--- src/rtl/smrr_defs.svh ---
`ifndef SMRR_DEFS_SVH
`define SMRR_DEFS_SVH

// Opcode high nibbles
`define SMRR_OP_ADDR_HIGH   4'h1
`define SMRR_OP_EXECUTE     4'h2
`define SMRR_OP_HREG_LOAD   4'h3
`define SMRR_OP_ADDR_LOW    4'h4
`define SMRR_OP_PAGE_SELECT 4'h5
`define SMRR_OP_MEM_READ    4'h7

// Routine numbers carried in the execute operand
`define SMRR_ROUTINE_AGC    4'hE

// Memory map seen by the byte link
`define SMRR_CAL_PAGE       4'h2
`define SMRR_CAL_FIRST      12'h1F4
`define SMRR_CAL_LAST       12'h1FB
`define SMRR_ATTEN_PAGE     4'h0
`define SMRR_ATTEN_ADDR     12'h031
`define SMRR_CAL_BYTES      8

// APB register byte offsets
`define SMRR_REG_CAL_BASE   12'h000
`define SMRR_REG_STATUS     12'h020
`define SMRR_REG_AGC        12'h024
`define SMRR_REG_ATTEN      12'h028

// Reset values
`define SMRR_RST_PAGE       4'h0
`define SMRR_RST_HREG       4'h0
`define SMRR_RST_ADDR       12'h000
`define SMRR_RST_BYTE       8'h00
`define SMRR_RST_WORD       32'h0000_0000

`endif

--- src/rtl/smrr_pkg.sv ---
package smrr_pkg;

  typedef struct packed {
    logic        valid;
    logic [7:0]  data;
  } smrr_byte_type;

  typedef struct packed {
    logic        psel;
    logic        penable;
    logic        pwrite;
    logic [11:0] paddr;
    logic [31:0] pwdata;
  } smrr_apb_req_type;

  typedef struct packed {
    logic        pready;
    logic [31:0] prdata;
    logic        pslverr;
  } smrr_apb_rsp_type;

endpackage : smrr_pkg

--- src/rtl/smrr_top.sv ---
`timescale 1ns/1ps
`include "smrr_defs.svh"
// Overview of operation
// Opcode 02EH runs routine 14 and replies one byte: the sampled AGC voltage.
// Eight calibration bytes live in page 2 at addresses 01F4H to 01FBH.
// Page-select opcode low nibble picks the page; 052H page 2, 050H page 0.
// High-register-load opcode puts its nibble into H; 03FH gives 15.
// Address-low-set makes low address byte from H and nibble; 044H gives 00F4H.
// Address-high-set puts nibble above the low byte; 011H makes 01F4H.
// Memory-byte-read replies byte at page and address, then address plus one.
// All command and reply bytes are full eight-bit binary, bit 7 kept.
// Host sends only opcodes, never CR, LF, null or end-of-file bytes.
// First cal byte is AGC at -113dBm; later bytes are 10dB or 20dB increments.
// Host subtracts cal bytes in turn, then interpolates the remainder.
// Attenuation sits at page 0 location 49 in 10dB units; host adds it.
// Host reads the table once at connect, then returns to page 0.
// Host enables AGC and sets full front-end gain before sampling.
// Each received byte is one opcode: high nibble operation, low nibble operand.
module smrr_top
  import smrr_pkg::*;
(
  input  wire logic             clk_sys,        // System clock, 200 MHz
  input  wire logic             rst,            // Synchronous reset, active high
  input  wire smrr_byte_type    cmdIn,          // Received byte from the serial receiver
  output smrr_byte_type         replyOut,       // Reply byte toward the serial transmitter
  input  wire logic [7:0]       agcLevelPin,    // AGC voltage converter output
  input  wire logic [7:0]       frontEndAttenuationLevelPin, // Auto attenuator state, 10dB units
  input  wire smrr_apb_req_type apbReq,         // APB request
  output smrr_apb_rsp_type      apbRsp          // APB response
);

  typedef struct packed {
    logic [3:0]                     page;
    logic [3:0]                     hreg;
    logic [11:0]                    addr;
    logic [`SMRR_CAL_BYTES-1:0][7:0] cal;
    logic [7:0]                     agcLast;
    logic [7:0]                     agcMeta;
    logic [7:0]                     agcSync;
    logic [7:0]                     attMeta;
    logic [7:0]                     attSync;
    smrr_byte_type                  reply;
    smrr_apb_rsp_type               rsp;
  } smrr_state_type;

  smrr_state_type state_reg;
  smrr_state_type state_next;

  // Byte visible to the link at a page and address
  function automatic logic [7:0] readByte(
    input smrr_state_type s,
    input logic [3:0]     page,
    input logic [11:0]    addr
  );
    logic [11:0] idx;
    idx = addr - `SMRR_CAL_FIRST;
    readByte = `SMRR_RST_BYTE;
    if (page == `SMRR_CAL_PAGE && addr >= `SMRR_CAL_FIRST
        && addr <= `SMRR_CAL_LAST) begin
      readByte = s.cal[idx[2:0]];
    end else if (page == `SMRR_ATTEN_PAGE && addr == `SMRR_ATTEN_ADDR) begin
      readByte = s.attSync;
    end
  endfunction : readByte

  logic [3:0]  opCode;
  logic [3:0]  operand;
  logic        apbAccess;
  logic [11:0] calIdx;

  assign opCode  = cmdIn.data[7:4];
  assign operand = cmdIn.data[3:0];
  assign apbAccess = apbReq.psel && apbReq.penable && !state_reg.rsp.pready;
  assign calIdx  = apbReq.paddr - `SMRR_REG_CAL_BASE;

  always_comb begin
    state_next = state_reg;
    state_next.reply.valid = 1'b0;
    state_next.rsp.pready  = 1'b0;
    state_next.rsp.pslverr = 1'b0;
    // Two flops before any logic looks at the pins; levels change slowly
    state_next.agcMeta = agcLevelPin;
    state_next.agcSync = state_reg.agcMeta;
    state_next.attMeta = frontEndAttenuationLevelPin;
    state_next.attSync = state_reg.attMeta;

    if (cmdIn.valid) begin
      unique case (opCode)
        `SMRR_OP_ADDR_HIGH: begin
          state_next.addr = {operand, state_reg.addr[7:0]};
        end
        `SMRR_OP_EXECUTE: begin
          if (operand == `SMRR_ROUTINE_AGC) begin
            state_next.agcLast     = state_reg.agcSync;
            state_next.reply.valid = 1'b1;
            state_next.reply.data  = state_reg.agcSync;
          end
        end
        `SMRR_OP_HREG_LOAD: begin
          state_next.hreg = operand;
        end
        `SMRR_OP_ADDR_LOW: begin
          state_next.addr = {state_reg.addr[11:8], state_reg.hreg, operand};
        end
        `SMRR_OP_PAGE_SELECT: begin
          state_next.page = operand;
        end
        `SMRR_OP_MEM_READ: begin
          state_next.reply.valid = 1'b1;
          state_next.reply.data  = readByte(state_reg, state_reg.page, state_reg.addr);
          state_next.addr        = state_reg.addr + 12'h001;
        end
        default: begin
          // Unused operations are ignored so a stray byte cannot stall the link
        end
      endcase
    end

    // APB slave: one wait state, every access answered
    if (apbAccess) begin
      state_next.rsp.pready = 1'b1;
      state_next.rsp.prdata = `SMRR_RST_WORD;
      if (apbReq.paddr < `SMRR_REG_STATUS && apbReq.paddr[1:0] == 2'b00) begin
        if (apbReq.pwrite) begin
          state_next.cal[calIdx[4:2]] = apbReq.pwdata[7:0];
        end else begin
          state_next.rsp.prdata = {24'h000000, state_reg.cal[calIdx[4:2]]};
        end
      end else if (apbReq.paddr == `SMRR_REG_STATUS && !apbReq.pwrite) begin
        state_next.rsp.prdata = {12'h000, state_reg.page, state_reg.hreg, state_reg.addr};
      end else if (apbReq.paddr == `SMRR_REG_AGC && !apbReq.pwrite) begin
        state_next.rsp.prdata = {24'h000000, state_reg.agcLast};
      end else if (apbReq.paddr == `SMRR_REG_ATTEN && !apbReq.pwrite) begin
        state_next.rsp.prdata = {24'h000000, state_reg.attSync};
      end else begin
        state_next.rsp.pslverr = 1'b1;
      end
    end
  end

  always_ff @(posedge clk_sys) begin
    if (rst) begin
      state_reg.page    <= `SMRR_RST_PAGE;
      state_reg.hreg    <= `SMRR_RST_HREG;
      state_reg.addr    <= `SMRR_RST_ADDR;
      state_reg.cal     <= '0;
      state_reg.agcLast <= `SMRR_RST_BYTE;
      state_reg.agcMeta <= `SMRR_RST_BYTE;
      state_reg.agcSync <= `SMRR_RST_BYTE;
      state_reg.attMeta <= `SMRR_RST_BYTE;
      state_reg.attSync <= `SMRR_RST_BYTE;
      state_reg.reply   <= '0;
      state_reg.rsp     <= '0;
    end else begin
      state_reg <= state_next;
    end
  end

  assign replyOut = state_reg.reply;
  assign apbRsp   = state_reg.rsp;

endmodule : smrr_top

--- config.mk ---
export PLATFORM = sky130hd
export DESIGN_NAME = smrr_top
export DESIGN_NICKNAME = d
export VERILOG_FILES = /design/src/rtl/smrr_pkg.sv /design/src/rtl/smrr_top.sv
export VERILOG_INCLUDE_DIRS = /design/src /design/src/rtl
export SDC_FILE = /design/constraint.sdc
export NUM_CORES = 1
export LEC_CHECK = 0
export BUFFER_PORTS_ARGS = -buffer_cell sky130_fd_sc_hd__buf_4
export CELL_PAD_IN_SITES_DETAIL_PLACEMENT = 1
export CELL_PAD_IN_SITES_GLOBAL_PLACEMENT = 1
export CORE_MARGIN = 2
export CORE_UTILIZATION = 38
export DETAILED_ROUTE_END_ITERATION = 10
export PLACE_DENSITY = 0.84
export SLEW_MARGIN = 20
export SYNTH_ARGS = -nofsm -noshare
export SYNTH_HDL_FRONTEND = slang
export SYNTH_SLANG_ARGS = --single-unit
export TNS_END_PERCENT = 20
--- constraint.sdc ---
create_clock -name clk_sys -period 2.2 [get_ports clk_sys]
set_input_delay 0.22 -clock clk_sys [delete_from_list [all_inputs] [get_ports clk_sys]]
set_output_delay 0.22 -clock clk_sys [all_outputs]
set_load 0.02 [all_outputs]
==> flow_metrics.py <==
metrics = {
    "clock_tree": {
        "cts_setup_buffers": 0,
        "cts_tree": "built",
        "root_buffer": "clkbuf_16",
        "ctsResizeCount": 0,
        "cts_buffers": 17,
        "clkSinkCount": 155,
        "cts.htree.levels": 4,
        "clk_pin_slew_ns": 0.07,
        "max-clock-path-buffers": 2,
        "clk_latency_ns": 0.43,
    },
    "final_layout": {
        "areaGrowthSynthToFinish_pct": 17.6,
        "diodes": 0,
        "final_cell_mix": "nand2_1, dfxtp_1, buf_4",
        "drive_gt1_frac": 0.212,
        "layout_commonest_cell": "nand2_1",
        "final_util": 0.452,
        "layout.cells.non_filler": 1182,
        "largest_reg_flops": 108,
        "final_nets": 981,
    },
    "grt": {
        "grt_max_degree": 49,
        "met3_usage": 0.0483,
        "grt_pass1_vias": 6638,
        "grt_use_total": 0.223,
        "overflow": 0,
        "top_usage_layer": "met2",
        "gr-usage-met1": 0.270,
        "grt_pass1_wl_um": 35500,
        "grt_antenna_before_repair": 0,
        "use_met2": 0.379,
    },
    "sta": {
        "drv_slew": 0,
        "worst_pin_slew_ns": 0.538,
        "fin_crit_ns": 2.04,
        "rsz0062_at_grt": "no",
        "final-setup-viol-count": 0,
        "clock.fmax_mhz": 491,
        "hold_viol": 0,
        "slew_headroom": 0.639,
        "finalCritPeriodShare": 0.926,
        "finClkSkew_ns": 0.00845,
    },
    "worst_setup_path": {
        "start_kind": "flop",
        "worstPathArrival_ns": 2.37,
        "reg2reg_from": "state_reg[147]$_SDFFE_PP0P_",
        "rr_worst_depth": 6,
        "rr_endpoint": "replyOut[5]$_SDFFE_PP0P_",
        "cp-end-kind": "flop",
        "cp-startpoint": "state_reg[147]$_SDFFE_PP0P_",
        "reg2reg_slack_ns": 0.16,
        "critPathCapture": "replyOut[5]$_SDFFE_PP0P_",
        "crit_fanout": 8,
        "required_ns": 2.54,
        "worstSetupPathType": "flop to flop",
    },
    "synth": {
        "synth.yosys.warnings": 0,
        "synth-seq-cells": 155,
        "ys_types": 53,
        "synthArstFlopShare": 0,
        "synth_edf_count": 0,
        "yosysSeqAreaShare": 0.417,
        "netlist_instances": 868,
        "syn_avg_cell_area_um2": 8.56,
        "syn_area_um2": 7430,
        "synthFlopType": "dfxtp_1",
    },
    "drt": {
        "drtPass1Iterations": 6,
        "drt-wirelength-per-cell_um": 19.2,
        "viasPerCell": 5.49,
        "drc_errors": 0,
        "routed_wl_um": 22700,
        "drt-initial-drc-count": 576,
        "antenna_left": 0,
        "vias": 6487,
    },
    "pwr": {
        "ir_drop_mv": 0.336,
        "pwr_density_cell_nw_per_um2": 709,
        "power_frac_comb": 0.072,
        "netSwitchingFraction": 0.251,
        "power.share.clock": 0.463,
        "p_seq_frac": 0.465,
        "switchingPower_mw": 1.56,
        "power_leakage_nw": 3.24,
        "total_power_mw": 6.20,
        "p_int_mw": 4.64,
    },
    "die": {
        "rows": 51,
        "die_y_um": 144,
        "core_um2": 19300,
        "fp.dieW_um": 144,
        "start_util": 0.384,
        "ios": 117,
        "die-area_um2": 20700,
    },
    "placement": {
        "place_hpwl_um": 15500,
        "dp.cells": 1147,
        "place_congestion": 0.835,
        "io_buffers": 80,
    },
    "flow_run": {
        "drv_cap": 0,
    },
    "min_path": {
        "hold_path_class": "input pin to flop",
    },
    "outcome": {
        "status": "finished, final reports clean",
    },
}
## Yosys cell counts (2+ instances only)
cell / number / area share
a21o_1: 2 / 0.0020
inv_1: 10 / 0.0051
or3_1: 2 / 0.0017
or4_1: 4 / 0.0040
mux2i_1: 24 / 0.032
nor4_2: 3 / 0.0051
a221oi_1: 3 / 0.0035
clkbuf_1: 51 / 0.026
buf_1: 3 / 0.0015
or4b_2: 3 / 0.0040
xor2_1: 4 / 0.0047
or4_4: 2 / 0.0030
o22ai_1: 8 / 0.0067
ha_1: 3 / 0.0051
or4bb_1: 2 / 0.0030
nor3_1: 23 / 0.015
nor2_1: 52 / 0.026
mux4_2: 32 / 0.097
a22oi_1: 7 / 0.0071
nand4_1: 2 / 0.0017
o31ai_1: 2 / 0.0020
o221a_2: 6 / 0.0091
nand4b_1: 2 / 0.0024
buf_2: 4 / 0.0027
dfxtp_1: 155 / 0.42
a21oi_1: 89 / 0.060
and2_1: 5 / 0.0042
nand3_1: 20 / 0.013
o21ai_0: 22 / 0.015
nor2b_1: 43 / 0.036
buf_4: 43 / 0.043
a211oi_1: 11 / 0.011
clkbuf_2: 8 / 0.0054
a22o_1: 3 / 0.0035
nand2_1: 197 / 0.099
## metrics by stage
stage | TNS (ns) | cell area, um^2 | worst slack, ns | hold WS, ns
4_1_cts | 0 | 8740 | 0.149 | 0.000266
6_report | 0 | 8740 | 0.163 | 0.00126
3_5_place_dp | -0.278 | 8140 | -0.0538 | 0.425
2_1_floorplan | 0 | 7470 | 0.150 | 0.348
3_3_place_gp | 0 | 8140 | 0.0291 | 0.424
5_1_grt | 0 | 8740 | 0.0505 | 0.00622
## cells by family (layout without fill, tap and decap cells)
group | count (synthesis) | count (layout) | share of synthesized area
AOI/OAI and AO/OA | 158 | 158 | 0.125
DFF | 155 | 155 | 0.417
and+or+nand+nor | 370 | 370 | 0.232
other | 1 | 12 | 0.000504
buffers and inverters | 121 | 159 | 0.0858
adders and majority gates | 3 | 3 | 0.00505
xor gates and xnor gates | 4 | 4 | 0.00471
muxes | 56 | 56 | 0.129
## final cells by class
type / instances / area [um^2]
Fill cell: 2276 / 10600
Sequential cell: 155 / 3100
Timing Repair Buffer: 116 / 953
Clock buffer: 19 / 443
Inverter: 11 / 41.3
Multi-Input combinational cell: 603 / 3740
Tap cell: 265 / 332
Clock inverter: 13 / 130
## worst min path at each step
| stage | startpoint | end | slack, ns | depth (start not counted) |
|---|---|---|---|---|
| after floorplan | frontEndAttenuationLevelPin[0] | state_next[43]$_SDFF_PP0_ | 0.35 | 1 |
| after global placement | state_next[48]$_SDFF_PP0_ | state_reg[48]$_SDFF_PP0_ | 0.42 | 1 |
| after detailed placement | state_next[45]$_SDFF_PP0_ | state_reg[45]$_SDFF_PP0_ | 0.42 | 1 |
| after CTS | frontEndAttenuationLevelPin[7] | state_next[50]$_SDFF_PP0_ | 0.0003 | 2 |
| after global routing | agcLevelPin[2] | state_next[61]$_SDFF_PP0_ | 0.006 | 2 |
| final | frontEndAttenuationLevelPin[7] | state_next[50]$_SDFF_PP0_ | 0.001 | 2 |
## power groups by stage
stage               clock [mW]  sequential [mW]  combinational [mW]
detailed placement           0             2.94               0.441
global route              3.03             2.88               0.485
CTS                       2.90             2.88               0.450
global placement             0             2.94               0.434
floorplan                    0             2.93               0.296
finish                    2.87             2.88               0.449
## worst max-delay path: stages (launching register included)
cell and delay, ns:
dfxtp_1 0.44, ha_1 0.18, or4b_2 0.60, nor4_2 0.17
buf_4 0.22, a21oi_1 0.09, a211oi_1 0.24
## per-layer routing
| metal | wire length (um) | up-vias |
|---|---|---|
| met5 | 0 | - |
| met4 | 797 | 0 |
| met3 | 1380 | 61 |
| met2 | 11200 | 247 |
| met1 | 9390 | 3183 |
| li1 | - | 2996 |
## timing repair
item,CTS,global route
setup endpoints to repair,0,0
hold buffers,3,0
endpoints found under the hold margin,3,0
Power figures use the tool's default switching activity.
